## src/hdl/ppr_regs.svh

```systemverilog
// offsets, field positions, reset values and timing counts of the pin control block
`ifndef PPR_REGS_SVH
`define PPR_REGS_SVH

`define PPR_ADDR_W 8
`define PPR_CTRL_OFS 8'h00
`define PPR_IOSEL_OFS 8'h04
`define PPR_STATUS_OFS 8'h08
`define PPR_EVENT_OFS 8'h0C
`define PPR_STRAP_OFS 8'h10

`define PPR_CTRL_INT_ROLE 0
`define PPR_CTRL_SW_PD 1
`define PPR_CTRL_RST 2'h0

`define PPR_IOSEL_GPIO 0
`define PPR_IOSEL_OUT 1
`define PPR_IOSEL_OE 2
`define PPR_IOSEL_RST 3'h0

`define PPR_ST_PD 0
`define PPR_ST_LINK_OK 1
`define PPR_ST_LINK_1000 2
`define PPR_ST_ALARM 3
`define PPR_ST_INT 4
`define PPR_ST_WBLOCK 5
`define PPR_ST_GPIO_IN 6

`define PPR_CLK_PERIOD_NS 10
`define PPR_RESET_MIN_NS 1000
`define PPR_RESET_MIN_CYC ((`PPR_RESET_MIN_NS + `PPR_CLK_PERIOD_NS - 1) / `PPR_CLK_PERIOD_NS)
`define PPR_INT_HOLD_MS 500
`define PPR_INT_HOLD_CYC ((`PPR_INT_HOLD_MS * 1000000) / `PPR_CLK_PERIOD_NS)

`endif

```

## src/hdl/ppr_pkg.sv

```systemverilog
// types of the pin control block
package ppr_pkg;
  typedef enum logic [1:0] {
    RS_RUN,
    RS_HELD
  } ppr_rst_e;
endpackage : ppr_pkg

```

## src/hdl/ppr_timer.sv

```systemverilog
// saturating run-length timer: done in the limit-th cycle of run
`timescale 1ns/1ps
module ppr_timer #(
  parameter int W = 8,
  parameter int unsigned LIMIT = 100
) (
  // clock and reset
  input wire logic clock,
  input wire logic reset,
  // control
  input wire logic run,
  output logic done
);
  typedef struct packed {
    logic [W-1:0] count;
  } ppr_timer_s;

  localparam logic [W-1:0] LAST = W'(LIMIT - 1);

  ppr_timer_s st_r;
  ppr_timer_s st_nxt;

  always_comb begin
    st_nxt = st_r;
    if (!run) begin
      st_nxt.count = '0;
    end else if (st_r.count != LAST) begin
      st_nxt.count = st_r.count + W'(1);
    end
  end

  assign done = run && (st_r.count == LAST);

  always_ff @(posedge clock or posedge reset) begin
    if (reset) begin
      st_r <= '0;
    end else begin
      st_r <= st_nxt;
    end
  end
endmodule : ppr_timer

```

## src/hdl/ppr_pin_ctrl.sv

```systemverilog
// pin-level reset, power-down/interrupt, supply alarm and indicator control
// Function
// - drive supply alarm pin low on abnormal supply current in normal operation.
// - reset pin low at least 1 us reinitialises every internal register.
// - shared pin by default is an active-low power-down input.
// - register access keeps working during power-down.
// - in interrupt role the shared pin is an open-drain active-low interrupt.
// - with writes blocked the interrupt holds 500 ms then self-clears.
// - third indicator shows activity by default, or a selected general-purpose I/O.
// - second indicator shows a gigabit link is up.
// - first indicator shows link OK at any speed.
// - strap levels are sampled at reset release as initial configuration.
// - write-block pin low allows register writes, high blocks them.
`timescale 1ns/1ps
`include "ppr_regs.svh"
module ppr_pin_ctrl #(
  parameter int EVW = 4,
  parameter int STRAP_W = 4,
  parameter int HOLD_W = 26,
  parameter int unsigned INT_HOLD_CYCLES = `PPR_INT_HOLD_CYC
) (
  // clock and reset
  input wire logic clock,
  input wire logic reset,
  // register port
  input wire logic [`PPR_ADDR_W-1:0] reg_addr,
  input wire logic [31:0] reg_wdata,
  input wire logic reg_we,
  input wire logic reg_re,
  output logic [31:0] reg_rdata,
  // reset pin and straps
  input wire logic reset_pin_n,
  input wire logic [STRAP_W-1:0] strap_pins_in,
  output logic pin_reset_active,
  // management write block pin
  input wire logic mgmt_write_block,
  // shared power-down / interrupt pin
  input wire logic power_down_request_n_in,
  output logic power_down_request_n_out,
  output logic power_down_request_n_oe,
  output logic power_down_mode,
  // supply current alarm pin
  input wire logic supply_current_abnormal,
  output logic supply_current_alarm_n_out,
  output logic supply_current_alarm_n_oe,
  // event sources and link status
  input wire logic [EVW-1:0] event_in,
  input wire logic link_ok,
  input wire logic link_1000,
  input wire logic rxtx_activity,
  // indicators
  output logic link_ok_indicator,
  output logic link_ok_indicator_oe,
  output logic gigabit_link_indicator,
  output logic gigabit_link_indicator_oe,
  input wire logic activity_indicator_in,
  output logic activity_indicator_out,
  output logic activity_indicator_oe
);
  typedef struct packed {
    ppr_pkg::ppr_rst_e rs;
    logic [1:0] ctrl;
    logic [2:0] io_function_select;
    logic [EVW-1:0] events;
    logic [STRAP_W-1:0] straps;
    logic strap_valid;
    logic pd;
    logic alarm;
    logic led0;
    logic led1;
    logic led2;
    logic led2_oe;
    logic hold_clr;
    logic [31:0] rdata;
  } ppr_state_s;

  ppr_state_s st_r;
  ppr_state_s st_nxt;
  logic rst_done;
  logic hold_run;
  logic hold_done;
  logic wr_ok;
  logic int_role;
  logic int_pend;

  function automatic logic [31:0] zext(input logic [31:0] v);
    zext = v;
  endfunction : zext

  // pulses shorter than the minimum never reach the done count
  ppr_timer #(
    .W(8),
    .LIMIT(`PPR_RESET_MIN_CYC)
  ) u_rst_timer (
    .clock(clock),
    .reset(reset),
    .run(!reset_pin_n),
    .done(rst_done)
  );

  ppr_timer #(
    .W(HOLD_W),
    .LIMIT(INT_HOLD_CYCLES)
  ) u_hold_timer (
    .clock(clock),
    .reset(reset),
    .run(hold_run),
    .done(hold_done)
  );

  assign int_role = st_r.ctrl[`PPR_CTRL_INT_ROLE];
  assign int_pend = |st_r.events;
  // writes refused while the block pin is high or the pin reset is holding
  assign wr_ok = reg_we && !mgmt_write_block && (st_r.rs == ppr_pkg::RS_RUN);
  // without write access nobody can clear, so the timer does it
  assign hold_run = int_role && int_pend && mgmt_write_block && (st_r.rs == ppr_pkg::RS_RUN)
                    && !st_r.hold_clr;

  always_comb begin
    logic [EVW-1:0] clr;
    clr = '0;
    st_nxt = st_r;
    if (wr_ok && reg_addr == `PPR_CTRL_OFS) begin
      st_nxt.ctrl = reg_wdata[1:0];
    end else if (wr_ok && reg_addr == `PPR_IOSEL_OFS) begin
      st_nxt.io_function_select = reg_wdata[2:0];
    end else if (wr_ok && reg_addr == `PPR_EVENT_OFS) begin
      clr = reg_wdata[EVW-1:0];
    end
    if (hold_done) begin
      clr = '1;
    end
    // one idle cycle after a self-clear, so an event arriving with it gets a full hold
    st_nxt.hold_clr = hold_done;
    // set wins over a clear in the same cycle
    st_nxt.events = (st_r.events & ~clr) | event_in;
    // reads stay alive in power-down; only the pin reset stops them
    if (reg_re) begin
      if (reg_addr == `PPR_CTRL_OFS) begin
        st_nxt.rdata = zext({30'h0, st_r.ctrl});
      end else if (reg_addr == `PPR_IOSEL_OFS) begin
        st_nxt.rdata = zext({29'h0, st_r.io_function_select});
      end else if (reg_addr == `PPR_STATUS_OFS) begin
        st_nxt.rdata = zext({25'h0, activity_indicator_in, mgmt_write_block, int_role && int_pend,
                             st_r.alarm, link_1000, link_ok, st_r.pd});
      end else if (reg_addr == `PPR_EVENT_OFS) begin
        st_nxt.rdata = zext(32'(st_r.events));
      end else if (reg_addr == `PPR_STRAP_OFS) begin
        st_nxt.rdata = zext(32'(st_r.straps));
      end else begin
        st_nxt.rdata = 32'h0;
      end
    end
    st_nxt.pd = (!int_role && !power_down_request_n_in) || st_r.ctrl[`PPR_CTRL_SW_PD];
    st_nxt.alarm = supply_current_abnormal && !st_r.pd && (st_r.rs == ppr_pkg::RS_RUN);
    st_nxt.led0 = link_ok;
    st_nxt.led1 = link_ok && link_1000;
    if (st_r.io_function_select[`PPR_IOSEL_GPIO]) begin
      st_nxt.led2 = st_r.io_function_select[`PPR_IOSEL_OUT];
      st_nxt.led2_oe = st_r.io_function_select[`PPR_IOSEL_OE];
    end else begin
      st_nxt.led2 = rxtx_activity;
      st_nxt.led2_oe = 1'b1;
    end
    // first cycle after the asynchronous reset catches the straps
    if (!st_r.strap_valid) begin
      st_nxt.straps = strap_pins_in;
      st_nxt.strap_valid = 1'b1;
    end
    case (st_r.rs)
      ppr_pkg::RS_RUN: begin
        if (rst_done) begin
          st_nxt.rs = ppr_pkg::RS_HELD;
        end
      end
      ppr_pkg::RS_HELD: begin
        if (reset_pin_n) begin
          st_nxt.rs = ppr_pkg::RS_RUN;
          st_nxt.straps = strap_pins_in;
        end
      end
      default: begin
        st_nxt.rs = ppr_pkg::RS_RUN;
      end
    endcase
    // reinitialise everything while the pin reset is in force
    if (rst_done || (st_r.rs == ppr_pkg::RS_HELD && !reset_pin_n)) begin
      st_nxt.ctrl = `PPR_CTRL_RST;
      st_nxt.io_function_select = `PPR_IOSEL_RST;
      st_nxt.events = '0;
      st_nxt.rdata = 32'h0;
      st_nxt.pd = 1'b0;
      st_nxt.alarm = 1'b0;
      st_nxt.led0 = 1'b0;
      st_nxt.led1 = 1'b0;
      st_nxt.led2 = 1'b0;
      st_nxt.led2_oe = 1'b0;
    end
  end

  always_ff @(posedge clock or posedge reset) begin
    if (reset) begin
      st_r <= '0;
    end else begin
      st_r <= st_nxt;
    end
  end

  assign reg_rdata = st_r.rdata;
  assign pin_reset_active = (st_r.rs == ppr_pkg::RS_HELD);
  assign power_down_mode = st_r.pd;
  assign power_down_request_n_out = 1'b0;
  assign power_down_request_n_oe = int_role && int_pend;
  assign supply_current_alarm_n_out = 1'b0;
  assign supply_current_alarm_n_oe = st_r.alarm;
  // indicator pins float during the pin reset so straps can be read on them
  assign link_ok_indicator = st_r.led0;
  assign link_ok_indicator_oe = !pin_reset_active;
  assign gigabit_link_indicator = st_r.led1;
  assign gigabit_link_indicator_oe = !pin_reset_active;
  assign activity_indicator_out = st_r.led2;
  assign activity_indicator_oe = st_r.led2_oe && !pin_reset_active;

  // helper: consecutive low samples of the reset pin, saturating
  logic [7:0] low_cnt_h;
  localparam logic [7:0] RST_MIN_H = 8'(`PPR_RESET_MIN_CYC);
  always_ff @(posedge clock or posedge reset) begin
    if (reset) begin
      low_cnt_h <= 8'h0;
    end else if (reset_pin_n) begin
      low_cnt_h <= 8'h0;
    end else if (low_cnt_h != RST_MIN_H) begin
      low_cnt_h <= low_cnt_h + 8'h1;
    end
  end

  property p_alarm_on;
    @(posedge clock) disable iff (reset)
    supply_current_abnormal && !st_r.pd && st_r.rs == ppr_pkg::RS_RUN && !rst_done
      |=> supply_current_alarm_n_oe;
  endproperty
  a_alarm_on: assert property (p_alarm_on) else $error("alarm not driven");

  property p_alarm_off;
    @(posedge clock) disable iff (reset)
    !supply_current_abnormal |=> !supply_current_alarm_n_oe;
  endproperty
  a_alarm_off: assert property (p_alarm_off) else $error("alarm driven without cause");

  property p_rst_min;
    @(posedge clock) disable iff (reset)
    (low_cnt_h == RST_MIN_H) == pin_reset_active || reset_pin_n && $past(low_cnt_h == RST_MIN_H);
  endproperty
  a_rst_min: assert property (p_rst_min) else $error("pin reset length wrong");

  property p_reinit;
    @(posedge clock) disable iff (reset)
    pin_reset_active && !reset_pin_n |-> st_r.ctrl == `PPR_CTRL_RST && st_r.events == '0 && !st_r.pd;
  endproperty
  a_reinit: assert property (p_reinit) else $error("registers not reinitialised");

  property p_pd;
    @(posedge clock) disable iff (reset)
    !int_role && !power_down_request_n_in && st_r.rs == ppr_pkg::RS_RUN && !rst_done |=> power_down_mode;
  endproperty
  a_pd: assert property (p_pd) else $error("power-down not entered");

  property p_pd_read;
    @(posedge clock) disable iff (reset)
    st_r.pd && reg_re && reg_addr == `PPR_STATUS_OFS && !rst_done && st_r.rs == ppr_pkg::RS_RUN
      |=> reg_rdata[`PPR_ST_PD];
  endproperty
  a_pd_read: assert property (p_pd_read) else $error("status read lost in power-down");

  property p_int;
    @(posedge clock) disable iff (reset)
    int_role && event_in != '0 && !rst_done && !wr_ok |=> power_down_request_n_oe;
  endproperty
  a_int: assert property (p_int) else $error("interrupt not asserted");

  property p_selfclr;
    @(posedge clock) disable iff (reset)
    hold_done && event_in == '0 |=> !power_down_request_n_oe;
  endproperty
  a_selfclr: assert property (p_selfclr) else $error("interrupt did not self-clear");

  property p_wblock;
    @(posedge clock) disable iff (reset)
    reg_we && mgmt_write_block && !rst_done && st_r.rs == ppr_pkg::RS_RUN
      |=> $stable(st_r.ctrl) && $stable(st_r.io_function_select);
  endproperty
  a_wblock: assert property (p_wblock) else $error("write not blocked");

  property p_leds;
    @(posedge clock) disable iff (reset)
    st_r.rs == ppr_pkg::RS_RUN && !rst_done
      |=> link_ok_indicator == $past(link_ok) && gigabit_link_indicator == $past(link_ok && link_1000);
  endproperty
  a_leds: assert property (p_leds) else $error("link indicators wrong");

  // the oe flop stays clear until the first edge after reset release, then loads on every edge
  property p_act;
    @(posedge clock) disable iff (reset)
    st_r.io_function_select == `PPR_IOSEL_RST && st_r.rs == ppr_pkg::RS_RUN && !rst_done && st_r.strap_valid
      |=> activity_indicator_out == $past(rxtx_activity) && activity_indicator_oe;
  endproperty
  a_act: assert property (p_act) else $error("activity indicator wrong");

  property p_strap;
    @(posedge clock) disable iff (reset)
    pin_reset_active && reset_pin_n |=> st_r.straps == $past(strap_pins_in);
  endproperty
  a_strap: assert property (p_strap) else $error("straps not captured");

  property p_int_clr;
    @(posedge clock) disable iff (reset)
    int_role && wr_ok && reg_addr == `PPR_EVENT_OFS && (reg_wdata[EVW-1:0] & st_r.events) == st_r.events
      && event_in == '0 && !rst_done |=> !power_down_request_n_oe;
  endproperty
  a_int_clr: assert property (p_int_clr) else $error("interrupt not released by clear");

  // the hold timer must start from zero again after every self-clear
  property p_hold_restart;
    @(posedge clock) disable iff (reset)
    hold_done |=> !hold_done;
  endproperty
  a_hold_restart: assert property (p_hold_restart) else $error("hold timer not restarted");

  property p_sw_pd;
    @(posedge clock) disable iff (reset)
    st_r.ctrl[`PPR_CTRL_SW_PD] && st_r.rs == ppr_pkg::RS_RUN && !rst_done |=> power_down_mode;
  endproperty
  a_sw_pd: assert property (p_sw_pd) else $error("software power-down not entered");

  property p_pd_exit;
    @(posedge clock) disable iff (reset)
    !st_r.ctrl[`PPR_CTRL_SW_PD] && (int_role || power_down_request_n_in) && st_r.rs == ppr_pkg::RS_RUN
      && !rst_done |=> !power_down_mode;
  endproperty
  a_pd_exit: assert property (p_pd_exit) else $error("power-down not left");

  c_pin_reset: cover property (@(posedge clock) disable iff (reset) $rose(pin_reset_active));
  c_self_clear: cover property (@(posedge clock) disable iff (reset) hold_done);
  c_power_down: cover property (@(posedge clock) disable iff (reset) $rose(power_down_mode));
  c_alarm: cover property (@(posedge clock) disable iff (reset) $rose(supply_current_alarm_n_oe));
  c_int_clear: cover property (@(posedge clock) disable iff (reset) $fell(power_down_request_n_oe));
endmodule : ppr_pin_ctrl

```

## config.mk

```make
export PLATFORM = sky130hd
export DESIGN_NAME = ppr_pin_ctrl
export DESIGN_NICKNAME = d
export VERILOG_FILES = /design/src/hdl/ppr_pkg.sv /design/src/hdl/ppr_timer.sv /design/src/hdl/ppr_pin_ctrl.sv
export VERILOG_INCLUDE_DIRS = /design/src /design/src/hdl
export SDC_FILE = /design/constraint.sdc
export NUM_CORES = 1
export LEC_CHECK = 0
export BUFFER_PORTS_ARGS = -buffer_cell sky130_fd_sc_hd__buf_2
export CAP_MARGIN = 25
export CORE_UTILIZATION = 57
export DETAILED_ROUTE_END_ITERATION = 10
export PLACE_DENSITY = 0.86
export SLEW_MARGIN = 20
export SYNTH_ARGS = -nofsm -noshare
export SYNTH_HDL_FRONTEND = slang
export SYNTH_HIERARCHICAL = 1
export SYNTH_SLANG_ARGS = --single-unit
```

## constraint.sdc

```tcl
create_clock -name clock -period 3.9 [get_ports clock]
set_input_delay 0.975 -clock clock [delete_from_list [all_inputs] [get_ports clock]]
set_output_delay 0.975 -clock clock [all_outputs]
set_load 0.02 [all_outputs]
```

==> impl_metrics.csv, run 1 <==
group,metric,value,unit
status,status,"completed",
setup_path,worstSetupPathType,"in2reg",
timing,period_share,65.3,%
routing,wl_per_cell,15.8,um
cts,cts_sinks,63,
routing,drt_wl_total,7870,um
cts,cts_resized,0,
global_route,antenna_found_initial,0,
finish,drive_gt1_share,21.3,%
timing,finalHoldViolations,0,
setup_path,critPathCaptureType,"register",
setup_path,worst_ep_arrival_time,2750,ps
pwr,p_total,0.00134,W
floorplanning,start_util,60.2,%
cts,post_cts_buffers,0,
synthesis,synth-main-ff-cell,"dfrtp_1",
routing,final_antenna_net_count,0,
synthesis,netlist_top_cells_count,"dfrtp_1, buf_4, nand2_1",
pwr,ir_drop,0.246,mV
global_route,grtUsageTotal,25.8,%
synthesis,ys_ff_latch,63,
timing,period_needed,2550,ps
cts,ctsRootBufferMaster,"clkbuf_8",
synthesis,netlist_area,3650,sq um
routing,viasPerCell,5.94,
routing,dr.pass1.iters,5,
placed_design,place_hpwl,5670,um
pwr,p_sw_share,26.4,%
placed_design,port_buffers,48,
cts,clockBufferDepth,2,
timing,maxSlewHeadroom,51.8,%
timing,finClkSkew,5.05,ps
floorplanning,io_pins,104,
cts,cts.clk_slew.worst_paths,70,ps
synthesis,synth.largest_area_cell,"dfrtp_1",
routing,via_count,2956,
global_route,grt_pass1_vias,2774,
synthesis,netlist_instances,373,
cts,cts_buffers,9,
setup_path,startpoint_type,"input port",
timing,timing.hold.ws,510,ps
placed_design,gp_congestion,0.860,
cts,clk_latency,330,ps
timing,tns,0,ps
synthesis,yosysUniqueCellTypes,62,
setup_path,required,4100,ps
synthesis,synth_most_common_cell,"dfrtp_1",
synthesis,ys_warn_count,6,
finish,diodes,0,
synthesis,synth-edff-count,0,
pwr,p_per_area,335,nW/um^2
finish,num-fill-cells,473,
routing,drt_iter0_drc,228,
timing,maxSlewViolCount,0,
routing,drc,0,
finish,area_growth,9.85,%
floorplanning,num_rows,28,
finish,nets,482,
setup_path,path_max_fanout,9,
pwr,clockPowerShare,37.8,%
synthesis,yosysTopAreaCellShare,43.2,%
floorplanning,die_h,82.0,um
worst_hold_path,hold_path.class,"reg2reg",
floorplanning,die_width,82.0,um
floorplanning,die-area,6720,sq um
timing,timing.fmax,393,MHz
run,max_cap_violations,0,
cts,cts_tree,"done",
cts,cts_hold_buffers,0,
global_route,grt_max_degree,27,
timing,rsz0062_at_grt,"no",
global_route,gr-total-overflow,0,
pwr,power.switching,0.000354,W
synthesis,async_reset_ff_share,100,%
synthesis,post_synth.cell_area_avg,9.78,sq um
pwr,intPower,0.000986,W
timing,finalSetupViolCount,0,
timing,worst-slew-pin-transition,721,ps
synthesis,synth.top_cells.by_area,"dfrtp_1, buf_4, and2_1",
cts,h-tree-depth,3,
pwr,leakagePower,1.82,nW
synthesis,seq_area_frac_synth,43.2,%
floorplanning,core_area,6060,sq um
global_route,grt_pass1_wl,13000,um
pwr,pwr-share-comb,10.8,%
pwr,power_frac_seq,51.4,%
-- state kept, by name, indices dropped and copies added, names as in the netlist --
| signal | count |
|---|---|
| u_hold_timer/st_r | 26 |
| u_rst_timer/st_r | 8 |
| st_r | 16 |
| activity_indicator_out | 1 |
| link_ok_indicator | 1 |
| gigabit_link_indicator | 1 |
| int_role | 1 |
| supply_current_alarm_n_oe | 1 |
| power_down_mode | 1 |
| reg_rdata | 7 |
-- critical path: stages --
cell      delay (ps)
buf_2            110
inv_1            150
clkinv_1         260
nor3_1           640
a211oi_1         220
a222oi_1         280
a21oi_1          110
-- power by group through the flow --
| stage | sequential (W) | clock [W] | combinational [W] |
|---|---|---|---|
| 6_report | 0.000689 | 0.000507 | 0.000145 |
| 5_1_grt | 0.000691 | 0.000541 | 0.000160 |
| 4_1_cts | 0.000689 | 0.000514 | 0.000142 |
| 3_5_place_dp | 0.000701 | 0 | 0.000141 |
| 3_3_place_gp | 0.000699 | 0 | 0.000132 |
| 2_1_floorplan | 0.000699 | 0 | 0.000115 |
-- layer usage --
metal  routed length, um  up-vias  GRT usage (%)  part of all wire (%)
met3                 499       12           4.44                   6.3
met4                  80        0           9.12                   1.0
met2                3960      125           44.4                    50
met5                   0        -              0                     0
li1                    -     1368              -                     -
met1                3340     1451           32.6                    42
-- worst paths after layout --
path	from	end	slack (ps)	cells past startpoint
worst max-delay path	reset_pin_n	reg_rdata[0]$_DFFE_PP0P_	1350	7
worst min-delay path	power_down_mode$_DFF_PP0_	supply_current_alarm_n_oe$_DFF_PP0_	510	1
worst max register to register	st_r[53]$_DFFE_PP0P_	u_hold_timer/st_r[4]$_DFFE_PP0P_	1670	5
worst min register to register	power_down_mode$_DFF_PP0_	supply_current_alarm_n_oe$_DFF_PP0_	510	1
max in group asynchronous	reset	int_role$_DFFE_PP0P_	2630	3
min in group asynchronous	reset	u_rst_timer/st_r[4]$_DFFE_PP0P_	610	2
-- layout by cell type (no fill, tap or decap), types with 3 or more instances in the layout --
cell / n
o211ai_1: 3
mux2i_1: 5
xor2_1: 7
and4_1: 5
o21a_1: 5
a21oi_1: 19
or3_1: 9
inv_1: 11
or4b_2: 3
mux2_2: 5
nand3_1: 18
nor3b_1: 3
nor2_1: 18
nand2_1: 25
nor3_1: 9
and3_1: 3
ha_1: 4
nor2b_1: 4
nand4_1: 14
a21boi_0: 5
or2b_2: 4
nor4_4: 3
and2_1: 16
nand2b_1: 8
buf_2: 48
o2111ai_1: 3
dfrtp_1: 63
xnor2_1: 8
o21ai_0: 13
conb_1: 28
clkbuf_8: 11
-- cell families (layout without fill, tap and decap cells) --
logic type / count (synthesis) / count (layout) / share of synthesized area, %
AO/OA/AOI/OAI: 66 / 66 / 11.9
XOR/XNOR: 15 / 15 / 3.60
adder cells (fa/ha/maj): 4 / 4 / 1.37
buffers and inverters: 57 / 81 / 10.1
flip-flops: 63 / 63 / 43.2
multiplexers: 10 / 10 / 2.92
other: 2 / 28 / 0.206
AND/OR/NAND/NOR: 156 / 156 / 26.7
-- area by class of cell --
| cell class | instances | area (sq um) | share of cell area [%] |
|---|---|---|---|
| repair buffers | 52 | 310 | 7.75 |
| inverters | 13 | 48.8 | 1.22 |
| well taps | 75 | 93.8 | 2.34 |
| clock inverters | 3 | 17.5 | 0.437 |
| clock buffers | 13 | 159 | 3.97 |
| flip-flops and latches | 63 | 1580 | 39.4 |
| multi-input cells | 279 | 1800 | 44.9 |
-- per-stage QoR --
stage	worst slack, ps	instances	instance area [sq um]	util [%]
final	1350	498	4010	66.1
after floorplan	1590	399	3740	-
after global routing	1240	498	4010	66.1
after detailed placement	1100	481	3800	62.7
after CTS	1370	497	3980	65.6
after global placement	1180	480	3770	62.3
Power figures use the tool's default switching activity.
==> run 2: changes to the inputs <==
--- a/config.mk
+++ b/config.mk
@@ -8,9 +8,9 @@
 export LEC_CHECK = 0
 export BUFFER_PORTS_ARGS = -buffer_cell sky130_fd_sc_hd__buf_2
 export CAP_MARGIN = 25
-export CORE_UTILIZATION = 57
+export CORE_UTILIZATION = 52
 export DETAILED_ROUTE_END_ITERATION = 10
-export PLACE_DENSITY = 0.86
+export PLACE_DENSITY = 0.8
 export SLEW_MARGIN = 20
 export SYNTH_ARGS = -nofsm -noshare
 export SYNTH_HDL_FRONTEND = slang
==> constraint.sdc (replaced) <==
create_clock -name clock -period 2.45 [get_ports clock]
set_input_delay 0.6125 -clock clock [delete_from_list [all_inputs] [get_ports clock]]
set_output_delay 0.6125 -clock clock [all_outputs]
set_load 0.02 [all_outputs]
==> run 2 against run 1 <==
Clock power is 79% higher. Critical path depth is the same. Final cell count increased by 5.4%. Hold slack lost 260 ps. Critical path type is now reg2reg. Routed wire length decreased by 1.4%. Cell area increased by 1.3%. Count of clock-buffer cells in the layout fell by 2. Largest cell class unchanged. First-iteration DRC count increased by 29%. Sequential power is 58% higher. Critical endpoint is now reg_rdata[1]$_DFFE_PP0P_.
==> impl_metrics.csv, run 2 (synthesized netlist as in run 1, its figures left out) <==
group,metric,value,unit
global_route,grt_pass1_vias,2766,
finish,final_cells,525,
setup_path,startpoint_type,"register",
cts,clk_latency,340,ps
timing,rsz0062_at_grt,"no",
timing,worst-slew-pin-transition,641,ps
setup_path,rrSetupSlack,430,ps
finish,top_register,"u_hold_timer/st_r",
pwr,p_per_area,548,nW/um^2
cts,cts.clk_slew.worst_paths,70,ps
global_route,grt_pass1_wl,13300,um
pwr,power_frac_seq,49.0,%
floorplanning,die_width,85.8,um
pwr,clockPowerShare,40.7,%
timing,period_share,82.5,%
routing,drc,0,
cts,h-tree-depth,3,
finish,drive_gt1_share,22.6,%
timing,maxSlewHeadroom,57.0,%
cts,clockBufferDepth,2,
floorplanning,num_rows,30,
floorplanning,io_pins,104,
setup_path,critPathCaptureType,"register",
finish,nets,488,
routing,dr.pass1.iters,6,
cts,cts_resized,0,
global_route,antenna_found_initial,0,
routing,drt_wl_total,7760,um
timing,timing.hold.ws,254,ps
finish,diodes,0,
setup_path,worstSetupPathType,"reg2reg",
cts,cts_tree,"done",
placed_design,dp.cells,509,
global_route,grtUsageTotal,23.4,%
run,max_cap_violations,0,
timing,finClkSkew,9.78,ps
setup_path,required,2710,ps
placed_design,gp_congestion,0.888,
status,status,"completed",
worst_hold_path,hold_path.class,"in2async",
cts,cts_buffers,9,
routing,final_antenna_net_count,0,
timing,timing.fmax,495,MHz
pwr,leakagePower,1.84,nW
floorplanning,die-area,7350,sq um
timing,period_needed,2020,ps
placed_design,place_hpwl,5540,um
routing,viasPerCell,5.49,
global_route,grt_max_degree,30,
setup_path,worst_ep_arrival_time,2280,ps
timing,maxSlewViolCount,0,
routing,wl_per_cell,14.8,um
finish,largest_register_ffs,26,
cts,cts_hold_buffers,0,
setup_path,path_max_fanout,5,
pwr,ir_drop,0.349,mV
routing,drt_iter0_drc,294,
cts,ctsRootBufferMaster,"clkbuf_8",
pwr,power.switching,0.000582,W
pwr,intPower,0.00164,W
placed_design,port_buffers,48,
pwr,pwr-share-comb,10.3,%
global_route,gr-total-overflow,0,
floorplanning,core_area,6790,sq um
finish,mostFrequentLayoutCell,"dfrtp_1",
cts,post_cts_buffers,0,
timing,finalHoldViolations,0,
timing,finalSetupViolCount,0,
finish,final_cell_mix,"dfrtp_1, buf_2, conb_1",
floorplanning,start_util,53.7,%
finish,area_growth,11.3,%
routing,via_count,2881,
floorplanning,die_h,85.8,um
finish,reg_top3,"u_hold_timer/st_r: 26 flops, st_r: 16 flops, u_rst_timer/st_r: 8 flops",
pwr,p_sw_share,26.1,%
cts,cts_sinks,63,
timing,tns,0,ps
run 2: cell types whose count changed in the layout (fill, tap and decap cells not counted):
cell        change
inv_1           +1
buf_16          -2
clkinv_2        -1
buf_4           +8
bufinv_16       +1
clkinv_1        -1
clkbuf_8        -1
clkinvlp_4      +2
clkbuf_1        -1
run 2: area by class of cell:
cell class	count	area [sq um]
fillers	588	2730
clock buffers	11	141
repair buffers	58	315
multi-input cells	279	1800
well taps	96	120
clock inverters	5	57.6
flip-flops and latches	63	1580
inverters	13	48.8
run 2: power groups by stage:
stage | Combinational, W | Clock, W | Sequential [W]
2_1_floorplan | 0.000184 | 0 | 0.00111
3_3_place_gp | 0.000227 | 0 | 0.00111
3_5_place_dp | 0.000230 | 0 | 0.00111
4_1_cts | 0.000231 | 0.000916 | 0.00109
5_1_grt | 0.000257 | 0.000952 | 0.00109
6_report | 0.000230 | 0.000905 | 0.00109
run 2: final timing paths:
path                                                  from                               to  cells after the start
hold reg to reg                   reg_rdata[3]$_DFFE_PP0P_         reg_rdata[3]$_DFFE_PP0P_                      2
setup reg to reg           u_rst_timer/st_r[0]$_DFFE_PP0P_         reg_rdata[1]$_DFFE_PP0P_                      7
min in group clock                             reset_pin_n             st_r[53]$_DFFE_PP0P_                      2
setup / recovery           u_rst_timer/st_r[0]$_DFFE_PP0P_         reg_rdata[1]$_DFFE_PP0P_                      7
max in group asynchronous                            reset             st_r[49]$_DFFE_PP0P_                      3
hold / removal                                       reset  u_rst_timer/st_r[0]$_DFFE_PP0P_                      2
run 2: worst max-delay path, stage by stage (launching register included):
cell and delay (ps):
dfrtp_1 430, ha_1 240, nand4b_1 190, nor3_1 80, buf_4 160, a211oi_1 520
a222oi_1 170, a21oi_1 160
run 2: per-layer routing:
metal	part of all wire (%)	up-vias	GRT usage, %	wire length [um]
met4	2.2	0	12.0	169
met3	4.5	14	3.75	349
met1	43	1387	29.3	3300
met5	0	-	0	0
met2	51	99	39.4	3940
li1	-	1381	-	-
run 2: metrics by stage:
stage	worst slack [ps]	util (%)	power, W	cell area [sq um]
after floorplan	249	-	0.00130	3740
after global placement	311	56.8	0.00134	3860
after detailed placement	277	56.8	0.00134	3860
after CTS	446	59.8	0.00224	4060
after global routing	242	59.8	0.00230	4060
final	429	59.8	0.00223	4060
